$ cat config.mk
export PLATFORM = sky130hd
export DESIGN_NAME = ccpc_top
export DESIGN_NICKNAME = d
export VERILOG_FILES = /design/src/logic/ccpc_pkg.sv /design/src/logic/ccpc_sync_sep.sv /design/src/logic/ccpc_top.sv
export SDC_FILE = /design/constraint.sdc
export NUM_CORES = 1
export LEC_CHECK = 0
export ABC_CLOCK_PERIOD_IN_PS = 3500
export BUFFER_PORTS_ARGS = -buffer_cell sky130_fd_sc_hd__buf_2
export CORE_MARGIN = 1
export CORE_UTILIZATION = 50
export DETAILED_ROUTE_END_ITERATION = 6
export PLACE_DENSITY = 0.74
export SLEW_MARGIN = 40
export SYNTH_ARGS = -nofsm -noshare
export SYNTH_HDL_FRONTEND = slang
export SYNTH_SLANG_ARGS = --single-unit
$ cat constraint.sdc
create_clock -name CLK -period 3.5 [get_ports CLK]
set_clock_uncertainty 0.05 [all_clocks]
set_input_delay 0.35 -clock CLK [delete_from_list [all_inputs] [get_ports CLK]]
set_output_delay 0.35 -clock CLK [all_outputs]
set_load 0.02 [all_outputs]
$ cat src/logic/ccpc_pkg.sv
// ccpc_pkg: shared constants and types for the clamp, coast and power block
package ccpc_pkg;
  // ------------------------------------------------------------
  // clock rates and timing
  // ------------------------------------------------------------
  localparam int unsigned CLK_HZ = 100000000;
  localparam int unsigned SEP_TICK_HZ = 5000000;
  localparam int unsigned SEP_DIV = CLK_HZ / SEP_TICK_HZ;
  localparam logic [4:0] SEP_DIV_LAST = 5'(SEP_DIV - 1);
  localparam int unsigned SYNC_IDLE_US = 100;
  localparam int unsigned SYNC_IDLE_CYC = SYNC_IDLE_US * (CLK_HZ / 1000000);

  // ------------------------------------------------------------
  // register indexes, byte address is four times the index
  // ------------------------------------------------------------
  localparam logic [7:0] IDX_CTRL = 8'h0F;
  localparam logic [7:0] IDX_SLICE = 8'h10;
  localparam logic [7:0] IDX_SEPLIM = 8'h11;
  localparam logic [7:0] IDX_LEAD = 8'h12;
  localparam logic [7:0] IDX_TRAIL = 8'h13;
  localparam logic [7:0] IDX_STAT = 8'h14;
  localparam logic [1:0] ADDR_ALIGN = 2'h0;
  localparam logic [23:0] RD_PAD = 24'h000000;

  // ------------------------------------------------------------
  // reset values and write masks
  // ------------------------------------------------------------
  localparam logic [7:0] RST_CTRL = 8'h4E;
  localparam logic [7:0] RST_SLICE = 8'h78;
  localparam logic [7:0] RST_SEPLIM = 8'h20;
  localparam logic [7:0] RST_LEAD = 8'h00;
  localparam logic [7:0] RST_TRAIL = 8'h00;
  localparam logic [7:0] WMASK_LOW0 = 8'hFE;

  // ------------------------------------------------------------
  // internal clamp window, in clock cycles after line start
  // ------------------------------------------------------------
  localparam logic [7:0] CLAMP_PLACE = 8'h08;
  localparam logic [7:0] CLAMP_DUR = 8'h14;

  // ------------------------------------------------------------
  // pin slots and counter widths
  // ------------------------------------------------------------
  localparam int unsigned PIN_LINE = 0;
  localparam int unsigned PIN_FRAME = 1;
  localparam int unsigned PIN_GREEN = 2;
  localparam int unsigned PIN_CLAMP = 3;
  localparam int unsigned PIN_COAST = 4;
  localparam int unsigned PIN_N = 5;
  localparam int unsigned LEN_W = 16;
  localparam int unsigned LINE_W = 12;

  // ------------------------------------------------------------
  // types
  // ------------------------------------------------------------
  typedef struct packed {
    logic clamp_ext;
    logic clamp_act_low;
    logic coast_frame;
    logic coast_ovr;
    logic coast_pol_high;
    logic seek_en;
    logic run;
    logic spare;
  } ccpc_ctrl_t;

  typedef struct packed {
    logic [4:0] code;
    logic red_mid;
    logic blue_mid;
    logic spare;
  } ccpc_slice_t;

  typedef struct packed {
    logic line_sync;
    logic frame_sync;
    logic [1:0] pix_clk;
    logic [47:0] data;
  } ccpc_vout_t;

  typedef enum logic [2:0] {
    PW_RUN = 3'h1,
    PW_SEEK = 3'h2,
    PW_DOWN = 3'h4
  } ccpc_pw_t;

  typedef enum logic [2:0] {
    CL_IDLE = 3'h1,
    CL_WAIT = 3'h2,
    CL_ON = 3'h4
  } ccpc_cl_t;
endpackage : ccpc_pkg

$ cat src/logic/ccpc_sync_sep.sv
// ccpc_sync_sep: sync separator counting slow ticks before each toggle
`timescale 1ns/1ps
module ccpc_sync_sep (
  // clock and reset
  input wire logic clk,
  input wire logic nrst,
  // slow tick, sliced sync and count limit
  input wire logic tick,
  input wire logic level,
  input wire logic [7:0] limit,
  // separated sync
  output logic sep_out
);
  import ccpc_pkg::*;

  logic [7:0] cnt;
  logic out_q;
  wire differs = level != out_q;
  wire reached = cnt == limit;

  // RULE_12 count then toggle
  always_ff @(posedge clk or negedge nrst) begin
    if (!nrst) begin
      cnt <= 8'h00;
      out_q <= 1'b0;
    end else if (!differs) begin
      cnt <= 8'h00;
    end else if (tick) begin
      if (reached) begin
        out_q <= level;
        cnt <= 8'h00;
      end else begin
        cnt <= cnt + 8'h01;
      end
    end
  end

  assign sep_out = out_q;
endmodule : ccpc_sync_sep

$ cat src/logic/ccpc_top.sv
// ccpc_top: clamp, coast and power control with its register bank on APB
`timescale 1ns/1ps
// What this block does
// RULE_01: with clamp source 0, clamp timing comes from internal counters started by line sync.
// RULE_02: with clamp source 1, clamp timing follows the external clamp pin.
// RULE_03: bit 6 sets external clamp polarity (0 high, 1 low) and matters only for external clamp.
// RULE_04: bit 5 picks the coast source, 0 the coast pin and 1 frame sync.
// RULE_05: bit 4 picks automatic coast polarity (0) or the polarity in bit 3 (1).
// RULE_06: bit 3 gives coast polarity (1 high) and acts only for the pin source with override set.
// RULE_07: bit 2 allows seek low-power mode while sync inputs are idle, tri-stating outputs.
// RULE_08: bit 1 at 0 powers the block down, at 1 it runs normally.
// RULE_09: in power-down and seek, video outputs float while green sync and sync logic keep running.
// RULE_10: a 5-bit slicer threshold code sits in bits 7:3, 10 mV a step from 10 mV.
// RULE_11: bits 2 and 1 clamp red and blue to ground (0) or their midscale reference (1).
// RULE_12: the separator counts 5 MHz ticks up to an 8-bit limit, 32 at reset, before toggling.
// RULE_13: software should set the separator limit above the widest line or equalising pulse.
// RULE_14: with frame sync as coast source, coast starts the set number of lines before frame sync.
// RULE_15: with frame sync as coast source, coast holds the set number of lines after it ends.
// RULE_16: automatic mode detects coast signal polarity and reports it in a status bit.
// RULE_17: bit 0 of the control and slicer registers ignores writes and reads zero.
module ccpc_top #(
  parameter int unsigned IDLE_CYCLES = ccpc_pkg::SYNC_IDLE_CYC
) (
  // clock and reset
  input wire logic CLK,
  input wire logic NRST,
  // apb slave
  input wire logic PSEL,
  input wire logic PENABLE,
  input wire logic PWRITE,
  input wire logic [9:0] PADDR,
  input wire logic [31:0] PWDATA,
  output logic [31:0] PRDATA,
  output logic PREADY,
  output logic PSLVERR,
  // sync and control pins
  input wire logic LINE_SYNC_IN,
  input wire logic FRAME_SYNC_IN,
  input wire logic GREEN_SYNC_INPUT,
  input wire logic CLAMP_IN,
  input wire logic COAST_IN,
  // video outputs, three-state
  input wire ccpc_pkg::ccpc_vout_t VOUT_IN,
  output ccpc_pkg::ccpc_vout_t VOUT_O,
  output ccpc_pkg::ccpc_vout_t VOUT_OE,
  output logic GREEN_SYNC_OUTPUT,
  // analog and pll controls
  output logic CLAMP_ACTIVE,
  output logic RED_MIDSCALE_REF_SEL,
  output logic BLUE_MIDSCALE_REF_SEL,
  output logic [4:0] SLICER_CODE,
  output logic PLL_COAST,
  output logic SEP_SYNC_OUT,
  output logic SEEK_MODE,
  output logic FULL_POWER_DOWN
);
  import ccpc_pkg::*;

  function automatic logic hit(input logic [9:0] addr, input logic [7:0] idx);
    hit = (addr[1:0] == ADDR_ALIGN) && (addr[9:2] == idx);
  endfunction : hit

  function automatic logic act(input logic lvl, input logic act_high);
    act = act_high ? lvl : !lvl;
  endfunction : act

  // ------------------------------------------------------------
  // register bank
  // ------------------------------------------------------------
  ccpc_ctrl_t ctrl;
  ccpc_slice_t slice;
  logic [7:0] sep_lim;
  logic [7:0] lead;
  logic [7:0] trail;
  logic det_pol;
  logic err_q;

  wire setup = PSEL && !PENABLE;
  wire access = PSEL && PENABLE;
  wire mapped = hit(PADDR, IDX_CTRL) || hit(PADDR, IDX_SLICE) || hit(PADDR, IDX_SEPLIM)
    || hit(PADDR, IDX_LEAD) || hit(PADDR, IDX_TRAIL) || hit(PADDR, IDX_STAT);
  wire wr = access && PWRITE && !err_q;
  wire [7:0] wbyte = PWDATA[7:0];
  wire [7:0] rd_byte = hit(PADDR, IDX_CTRL) ? ctrl
    : hit(PADDR, IDX_SLICE) ? slice
    : hit(PADDR, IDX_SEPLIM) ? sep_lim
    : hit(PADDR, IDX_LEAD) ? lead
    : hit(PADDR, IDX_TRAIL) ? trail
    : hit(PADDR, IDX_STAT) ? {7'h00, det_pol} : 8'h00;

  // RULE_17 spare bits masked
  always_ff @(posedge CLK or negedge NRST) begin
    if (!NRST) begin
      ctrl <= ccpc_ctrl_t'(RST_CTRL);
      slice <= ccpc_slice_t'(RST_SLICE);
      sep_lim <= RST_SEPLIM;
      lead <= RST_LEAD;
      trail <= RST_TRAIL;
    end else if (wr) begin
      if (hit(PADDR, IDX_CTRL)) ctrl <= ccpc_ctrl_t'(wbyte & WMASK_LOW0);
      if (hit(PADDR, IDX_SLICE)) slice <= ccpc_slice_t'(wbyte & WMASK_LOW0);
      if (hit(PADDR, IDX_SEPLIM)) sep_lim <= wbyte;
      if (hit(PADDR, IDX_LEAD)) lead <= wbyte;
      if (hit(PADDR, IDX_TRAIL)) trail <= wbyte;
    end
  end

  // read data and error are captured in the setup cycle
  always_ff @(posedge CLK or negedge NRST) begin
    if (!NRST) begin
      PRDATA <= 32'h00000000;
      err_q <= 1'b0;
    end else if (setup) begin
      PRDATA <= {RD_PAD, rd_byte};
      err_q <= !mapped;
    end
  end

  assign PREADY = access;
  assign PSLVERR = access && err_q;

  // RULE_10 slicer code out
  assign SLICER_CODE = slice.code;
  // RULE_11 midscale selects
  assign RED_MIDSCALE_REF_SEL = slice.red_mid;
  assign BLUE_MIDSCALE_REF_SEL = slice.blue_mid;

  // ------------------------------------------------------------
  // pin synchronisers
  // ------------------------------------------------------------
  wire [PIN_N-1:0] raw = {COAST_IN, CLAMP_IN, GREEN_SYNC_INPUT, FRAME_SYNC_IN, LINE_SYNC_IN};
  logic [PIN_N-1:0] s1;
  logic [PIN_N-1:0] s2;
  logic [PIN_N-1:0] s3;
  logic [PIN_N-1:0] clean;

  for (genvar gi = 0; gi < PIN_N; gi++) begin : g_sync
    always_ff @(posedge CLK or negedge NRST) begin
      if (!NRST) begin
        s1[gi] <= 1'b0;
        s2[gi] <= 1'b0;
        s3[gi] <= 1'b0;
        clean[gi] <= 1'b0;
      end else begin
        s1[gi] <= raw[gi];
        s2[gi] <= s1[gi];
        s3[gi] <= s2[gi];
        if (s2[gi] == s3[gi]) clean[gi] <= s3[gi];
      end
    end
  end

  logic [PIN_N-1:0] prev;
  always_ff @(posedge CLK or negedge NRST) begin
    if (!NRST) prev <= '0;
    else prev <= clean;
  end

  // line periods are marked by the rising edge, whatever the polarity
  wire line_edge = clean[PIN_LINE] && !prev[PIN_LINE];
  wire sync_edge = (clean[PIN_LINE] != prev[PIN_LINE]) || (clean[PIN_FRAME] != prev[PIN_FRAME]);

  // RULE_09 green sync stays live
  assign GREEN_SYNC_OUTPUT = clean[PIN_GREEN];

  // ------------------------------------------------------------
  // sync separator with 5 MHz tick
  // ------------------------------------------------------------
  logic [4:0] div;
  wire tick = div == SEP_DIV_LAST;
  always_ff @(posedge CLK or negedge NRST) begin
    if (!NRST) div <= 5'h00;
    else div <= tick ? 5'h00 : div + 5'h01;
  end

  ccpc_sync_sep u_sep (
    .clk(CLK),
    .nrst(NRST),
    .tick(tick),
    .level(clean[PIN_GREEN]),
    .limit(sep_lim),
    .sep_out(SEP_SYNC_OUT)
  );

  // ------------------------------------------------------------
  // clamp timing
  // ------------------------------------------------------------
  ccpc_cl_t cl_st;
  ccpc_cl_t next_cl_st;
  logic [7:0] cl_cnt;
  wire place_done = cl_cnt == CLAMP_PLACE - 8'h01;
  wire dur_done = cl_cnt == CLAMP_DUR - 8'h01;

  always_comb begin
    next_cl_st = cl_st;
    case (cl_st)
      CL_IDLE: next_cl_st = CL_IDLE;
      CL_WAIT: if (place_done) next_cl_st = CL_ON;
      CL_ON: if (dur_done) next_cl_st = CL_IDLE;
      default: next_cl_st = CL_IDLE;
    endcase
    if (line_edge) next_cl_st = CL_WAIT;
  end

  always_ff @(posedge CLK or negedge NRST) begin
    if (!NRST) begin
      cl_st <= CL_IDLE;
      cl_cnt <= 8'h00;
    end else begin
      cl_st <= next_cl_st;
      cl_cnt <= (next_cl_st != cl_st || line_edge) ? 8'h00 : cl_cnt + 8'h01;
    end
  end

  // RULE_01 RULE_02 RULE_03 clamp source
  wire ext_clamp = act(clean[PIN_CLAMP], !ctrl.clamp_act_low);
  always_ff @(posedge CLK or negedge NRST) begin
    if (!NRST) CLAMP_ACTIVE <= 1'b0;
    else CLAMP_ACTIVE <= ctrl.clamp_ext ? ext_clamp : (cl_st == CL_ON);
  end

  // ------------------------------------------------------------
  // coast polarity detection
  // ------------------------------------------------------------
  wire csrc = ctrl.coast_frame ? clean[PIN_FRAME] : clean[PIN_COAST];
  wire csrc_prev = ctrl.coast_frame ? prev[PIN_FRAME] : prev[PIN_COAST];
  logic [LEN_W-1:0] run_len;
  logic [LEN_W-1:0] hi_len;
  logic [LEN_W-1:0] lo_len;
  wire src_edge = csrc != csrc_prev;

  // RULE_16 shorter level is active
  always_ff @(posedge CLK or negedge NRST) begin
    if (!NRST) begin
      run_len <= '0;
      hi_len <= '0;
      lo_len <= '0;
      det_pol <= 1'b0;
    end else begin
      if (src_edge) begin
        run_len <= '0;
        if (csrc_prev) hi_len <= run_len;
        else lo_len <= run_len;
      end else if (run_len != '1) begin
        run_len <= run_len + 1'b1;
      end
      det_pol <= hi_len < lo_len;
    end
  end

  // RULE_05 RULE_06 polarity choice
  wire pin_pol = ctrl.coast_ovr ? ctrl.coast_pol_high : det_pol;
  wire pin_coast = act(clean[PIN_COAST], pin_pol);
  wire frame_act = act(clean[PIN_FRAME], det_pol);

  // ------------------------------------------------------------
  // pre and post coast windows in line periods
  // ------------------------------------------------------------
  logic frame_q;
  logic [LINE_W-1:0] lines;
  logic [LINE_W-1:0] frame_lines;
  logic [7:0] post_cnt;
  wire frame_start = frame_act && !frame_q;
  wire frame_end = !frame_act && frame_q;

  always_ff @(posedge CLK or negedge NRST) begin
    if (!NRST) begin
      frame_q <= 1'b0;
      lines <= '0;
      frame_lines <= '0;
    end else begin
      frame_q <= frame_act;
      if (frame_start) begin
        frame_lines <= lines;
        lines <= '0;
      end else if (line_edge && lines != '1) begin
        lines <= lines + 1'b1;
      end
    end
  end

  // RULE_14 predicted from last frame
  wire [LINE_W:0] lines_ahead = {1'b0, lines} + {5'h00, lead};
  // strict compare: lead lines of coast, not lead plus one
  wire pre_win = (lead != 8'h00) && (frame_lines != '0) && (lines_ahead > {1'b0, frame_lines});

  // RULE_15 hold after frame sync
  always_ff @(posedge CLK or negedge NRST) begin
    if (!NRST) post_cnt <= 8'h00;
    else if (frame_end) post_cnt <= trail;
    else if (frame_act) post_cnt <= 8'h00;
    else if (line_edge && post_cnt != 8'h00) post_cnt <= post_cnt - 8'h01;
  end
  wire post_win = post_cnt != 8'h00;

  // RULE_04 coast source select
  always_ff @(posedge CLK or negedge NRST) begin
    if (!NRST) PLL_COAST <= 1'b0;
    else PLL_COAST <= ctrl.coast_frame ? (frame_act || pre_win || post_win) : pin_coast;
  end

  // ------------------------------------------------------------
  // power modes
  // ------------------------------------------------------------
  logic [LEN_W-1:0] idle_cnt;
  wire sync_idle = idle_cnt == LEN_W'(IDLE_CYCLES - 1);
  always_ff @(posedge CLK or negedge NRST) begin
    if (!NRST) idle_cnt <= '0;
    else if (sync_edge) idle_cnt <= '0;
    else if (!sync_idle) idle_cnt <= idle_cnt + 1'b1;
  end

  ccpc_pw_t pw_st;
  ccpc_pw_t next_pw_st;

  // RULE_07 RULE_08 mode control
  always_comb begin
    next_pw_st = pw_st;
    case (pw_st)
      PW_RUN: if (ctrl.seek_en && sync_idle) next_pw_st = PW_SEEK;
      PW_SEEK: if (!ctrl.seek_en || !sync_idle) next_pw_st = PW_RUN;
      PW_DOWN: next_pw_st = PW_RUN;
      default: next_pw_st = PW_RUN;
    endcase
    if (!ctrl.run) next_pw_st = PW_DOWN;
  end

  always_ff @(posedge CLK or negedge NRST) begin
    if (!NRST) pw_st <= PW_RUN;
    else pw_st <= next_pw_st;
  end

  always_ff @(posedge CLK or negedge NRST) begin
    if (!NRST) VOUT_O <= '0;
    else VOUT_O <= VOUT_IN;
  end

  // RULE_09 outputs float off-run
  assign VOUT_OE = (pw_st == PW_RUN) ? '1 : '0;
  assign SEEK_MODE = pw_st == PW_SEEK;
  assign FULL_POWER_DOWN = pw_st == PW_DOWN;
endmodule : ccpc_top
After elaboration in Yosys (flattened, before gate mapping)
Index checks and enable logic that the tools add are counted.
W data, S select, Z words.
Storage, ports and cells
  register bits: 252
  output and inout port bits: 151
  input port bits: 104
Cells by class
  $add $sub $neg: 8
  muxes and demuxes: 37
  order comparisons: 2
  reduce and logical (&&, ||, !) cells: 56
  bitwise operators: 1
  eq/ne operators: 32
Operators with widths (count)
  $mux W8: 12
  $mux W16: 4
  $mux W52: 1
  $eq A8 B5 Y1 const B: 6
  $add A16 B1 Y16 const B: 2
  $mux W12: 2
  $logic_and A1 B1 Y1: 19
  $mux W3: 6
  $add A8 B1 Y8 const B: 2
  $eq A16 B14 Y1 const B: 1
  $lt A16 B16 Y1: 1
  $ne A16 B16 Y1 const B: 1
  $reduce_and A2 Y1: 8
  $reduce_bool A8 Y1: 2
  $add A12 B8 Y13: 1
  $gt A13 B12 Y1: 1
  $add A12 B1 Y12 const B: 1
  $ne A12 B12 Y1 const B: 1
  $pmux W3 S2: 2
  $reduce_bool A12 Y1: 1
  $logic_not A1 Y1: 11
  $logic_or A1 B1 Y1: 10
  $mux W1: 9
  $eq A8 B3 Y1 const B: 1
  20 further kinds: 31

Depth between registers and ports, before layout
  depth in word-level cells: 8
  depth in mapped cells: 14

Hierarchy
A second synthesis with hierarchy kept.
Second synthesis, totals
  cell total of the unflattened synthesis: 1051
  area, all modules: 11690.0 um^2
Modules (own cells, without submodules)
  ccpc_top: area an instance 11129.4 um^2, cells each 995, instances 1, sequential area each 6044.5 um^2
  ccpc_sync_sep: area an instance 560.5 um^2, cells each 56, instances 1, sequential area each 225.2 um^2

Least setup slack after synthesis
OpenSTA, ideal clock, no wires.
  path type: register -> output
  start: reg pw_st[0]
  end: out VOUT_OE[10] (netlist bit)
  path slack: 0.278 ns
  arrival: 2.822 ns
  cell stages (with the launch flop): 4
  required time: 3.100 ns
  path through: dfstp_2 > nand2b_1 > nor2_1 > buf_4
RTL lines
  start, declared: RTL line ccpc_top.sv:313  | ccpc_pw_t pw_st;
  start signal, assigned: RTL line ccpc_top.sv:330  | else pw_st <= next_pw_st;
  end, declared: RTL line ccpc_top.sv:45  | output ccpc_pkg::ccpc_vout_t VOUT_OE,

Final worst setup path
  start: reg lines[0]
  end: reg PLL_COAST
Between the ends
  cells in the longest elaborated chain, start to end: 6
Ends and longest elaborated chain
  start, declared: RTL line ccpc_top.sv:260  | logic [LINE_W-1:0] lines;
  start signal, assigned: RTL line ccpc_top.sv:277  | lines <= lines + 1'b1;
  $add A12 B8 Y13: RTL line ccpc_top.sv:283  | wire [LINE_W:0] lines_ahead = {1'b0, lines} + {5'h00, lead};
  $gt A13 B12 Y1: RTL line ccpc_top.sv:285  | wire pre_win = (lead != 8'h00) && (frame_lines != '0) && (lines_ahead > {1'b0, frame_lines});
  $logic_and A1 B1 Y1: RTL line ccpc_top.sv:285
  $logic_or A1 B1 Y1 (2 in series): RTL line ccpc_top.sv:299  | else PLL_COAST <= ctrl.coast_frame ? (frame_act || pre_win || post_win) : pin_coast;
  $mux W1: RTL line ccpc_top.sv:299
  end signal, assigned: RTL line ccpc_top.sv:299
  end, declared: RTL line ccpc_top.sv:52  | output logic PLL_COAST,
Every way passes these cells.
A chain may end at the register's enable or synchronous reset.

==> summary.md <==
| Metric | Value |
|---|---|
| Status | complete, no violations |
| Max rail drop VDD | 0.451 mV |
| Worst hold start | PWDATA[1] |
| Starting Density | 51.7% |
| Setup Crit Path Kind | reg -> reg |
| Initial antenna violation count | 0 |
| Leakage | 6.71 nW |
| Mean Syn Cell Area | roughly 11 um^2 |
| CTS Sinks | 250 |
| Final instance area | 14300 um^2 |
| Crit path from | lines[0] |
| Fillers | 1757 |
| Count leader, synth | dfrtp_1 |
| Period utilisation layout | 91.1% |
| Die Width | 156 um |
| Worst Setup End Kind | flip-flop |
| Share of the synthesized area in the top cell type | 50.5% |
| Worst EP required | 3.83 ns |
| Layout cells sized above 1 | between 20% and 30% |
| Endpoints failing hold | 0 |
| Chip height | ~160 um |
| Final #Nets | ~1400 |
| DR vias/cell | 5.26 |
| PD cells | about 510 nW/um^2 |
| Synth cell count leaders | dfrtp_1 (239), buf_4 (75), nor2_1 (69) |
| CTS max path bufs | 3 |
| Via Count | 8472 |
| Library cells used by synthesis | 67 |
| Critical-path maximum fanout | 5 |
| Max_cap viols | 0 |
| First-pass DRT Iterations | 5 |
| Hold Crit Class | in -> reg |
| EDFF count, synth | 0 |
| CP Launch Type | flip-flop |
| Largest net degree at the start of global routing | 72 |
| Async SR Flop Fraction | 100% |
| Finish-stage setup viols | 0 |
| Register area share after synthesis | 53.0% |
| TritonCTS buffer count | 27 |
| Row count | 55 |
| Iter 0 DRT Violations | 531 |
| Placed Area | 12800 um^2 |
| Min Tclk post-route | 3.19 ns |
| Max Freq | 314 MHz |
| Final Max Slew Viols | 0 |
| WL/cell | 16.7 um |
| First-pass GRT wire length | 43900 um |
| Synth top area cells | dfrtp_1 (51%), ha_1 (4.9%), buf_4 (4.8%), mux2_2 (4.8%), o21ai_0 (2.9%) |
| Slew of the pin with the lowest slew margin | between 0.7 and 0.8 ns |
| DIE AREA | 24300 um^2 |
| Hold Slack | a little over 0.06 ns |
| HPWL after detailed placement | 18500 um |
| Yosys warnings | 0 |
| Normalized max-slew margin | 52.2% |
| Post-synth top area cell | dfrtp_1 |
| All-Layer GR Usage | a little under a quarter |
| Clk slew on worst S/H paths | ~0.060 ns |
| Layout area overhead | 20.5% |
| Synth Flop Type | dfrtp_1 |
| Via count of the first global-routing pass | 8603 |
| GR Overflow Total | 0 |
| Origin of the critical flop-to-flop path | lines[0] |
| RSZ-0062 raised after global routing | no |
| Post-route DRC | 0 |
| Post-layout util | 62.3% |
| Clock latency on the worst-skew pair | ~0.53 ns |
| I/O Buffers | 206 |
| Clk root buf | clkbuf_16 |
| CTS H-tree depth | 1 |
| TNS Setup | 0 ns |
| Synthesized flop and latch total | 250 |
| Synth Cell Area | 11800 um^2 |
| Post-Synthesis Cells | 1050 |
| CTS tree | yes |
| Routed WL | 26900 um |
| Core area | 22900 um^2 |
| WP data arrival | 3.52 ns |
| Total power | 7.23 mW |
| Top-Level Pins | 255 |
| GPL Wtd Cong | 0.887 |
| Routed Antenna Nets | 0 |
| PostCTS Resize Cnt | 0 |
cell type report:
class	instances	area, um^2	area share, %
Clock buffer	35	736	5.16
Antenna cell	1	2.50	0.0175
Timing Repair Buffer	273	1730	12.2
Clock inverter	15	150	1.05
Tap cell	313	392	2.74
Sequential cell	250	6270	43.9
Inverter	49	184	1.29
Multi-Input combinational cell	674	4800	33.7
stage by stage:
stage,worst slack (ns),cells
floorplan,0.278,1073
global placement,0.505,1500
detailed placement,0.398,1501
CTS,0.379,1609
global route,0.162,1609
finish,0.312,1610
cells by family after synthesis:
logic type / count (synthesis) / synth area share, %
muxes: 84 / 8.22
xor gates and xnor gates: 58 / 4.29
adders and majority gates: 52 / 5.45
DFF: 250 / 53.0
AOI/OAI and AO/OA: 184 / 9.68
buffers and inverters: 149 / 7.32
and+or+nand+nor: 272 / 12.0
other: 1 / 0.0317
critical path, stage by stage (launching register included):
cell	delay, ns
dfrtp_1	0.44
ha_1	0.23
inv_1	0.06
fa_1	0.41
nor2b_1	0.18
o2111ai_1	0.18
nand3_1	0.13
nand2_1	0.10
xnor2_1	0.14
ha_1	0.33
o21a_1	0.13
o21bai_1	0.19
a211oi_1	0.08
nor4_1	0.23
o221ai_1	0.16
timing repair:
| item | CTS | global route |
|---|---|---|
| hold endpoints to repair | 99 | 0 |
| hold buffers | 58 | 0 |
| buffers inserted | 0 | 0 |
where the power goes:
part / leakage [nW] / internal (mW) / switching (mW) / total (mW)
combinational: 3.06 / 0.455 / 0.712 / 1.17
sequential: 3.23 / 3.08 / 0.146 / 3.23
clock: 0.427 / 1.65 / 1.19 / 2.84
per-layer routing:
| metal | wire [um] | share of wire (%) | track usage (%) | up-vias |
|---|---|---|---|---|
| met1 | 11800 | 44 | 30.7 | 4150 |
| li1 | - | - | - | 4033 |
| met3 | 1400 | 5.2 | 4.08 | 46 |
| met2 | 13100 | 49 | 37.2 | 243 |
| met5 | 0 | 0 | 0 | - |
| met4 | 587 | 2.2 | 6.58 | 0 |
cells in the final DEF, fill, tap and decap left out, types with 6 or more instances in the layout:
cell             n
a211oi_1         6
a21o_1           7
a21oi_1         37
a22o_1          14
a31oi_1          6
and3_1          14
buf_2          205
buf_4            6
clkbuf_16       27
conb_1          24
dfrtp_1        239
dfstp_2         11
dlygate4sd3_1   58
ha_1            45
inv_1           49
mux2_2          50
mux2_4          14
mux2i_1         20
nand2_1         62
nand2b_1         7
nand3_1         26
nand4_1         15
nor2_1          67
nor2b_1         13
nor3_1           7
nor4_1          10
o211ai_1         6
o21a_1          13
o21ai_0         68
or3_1           12
xnor2_1         32
xor2_1          26
path summary, 6_finish.rpt:
check / endpoint / slack (ns) / cells after the start
worst min-delay path: ctrl[1] / 0.06 / 3
worst min register to register: s2[4] / 0.29 / 0
worst max-delay path: PLL_COAST / 0.31 / 14
max in group asynchronous: ctrl[1] / 2.10 / 4
worst max register to register: PLL_COAST / 0.31 / 14
min in group asynchronous: frame_lines[8] / 0.25 / 2
registers in the layout, indices dropped and copies added (netlist names), 12 cells and up:
register,flops
frame_lines,12
hi_len,16
idle_cnt,16
VOUT_O,52
lines,12
run_len,16
lo_len,16
(Power assumes the default switching activity.)
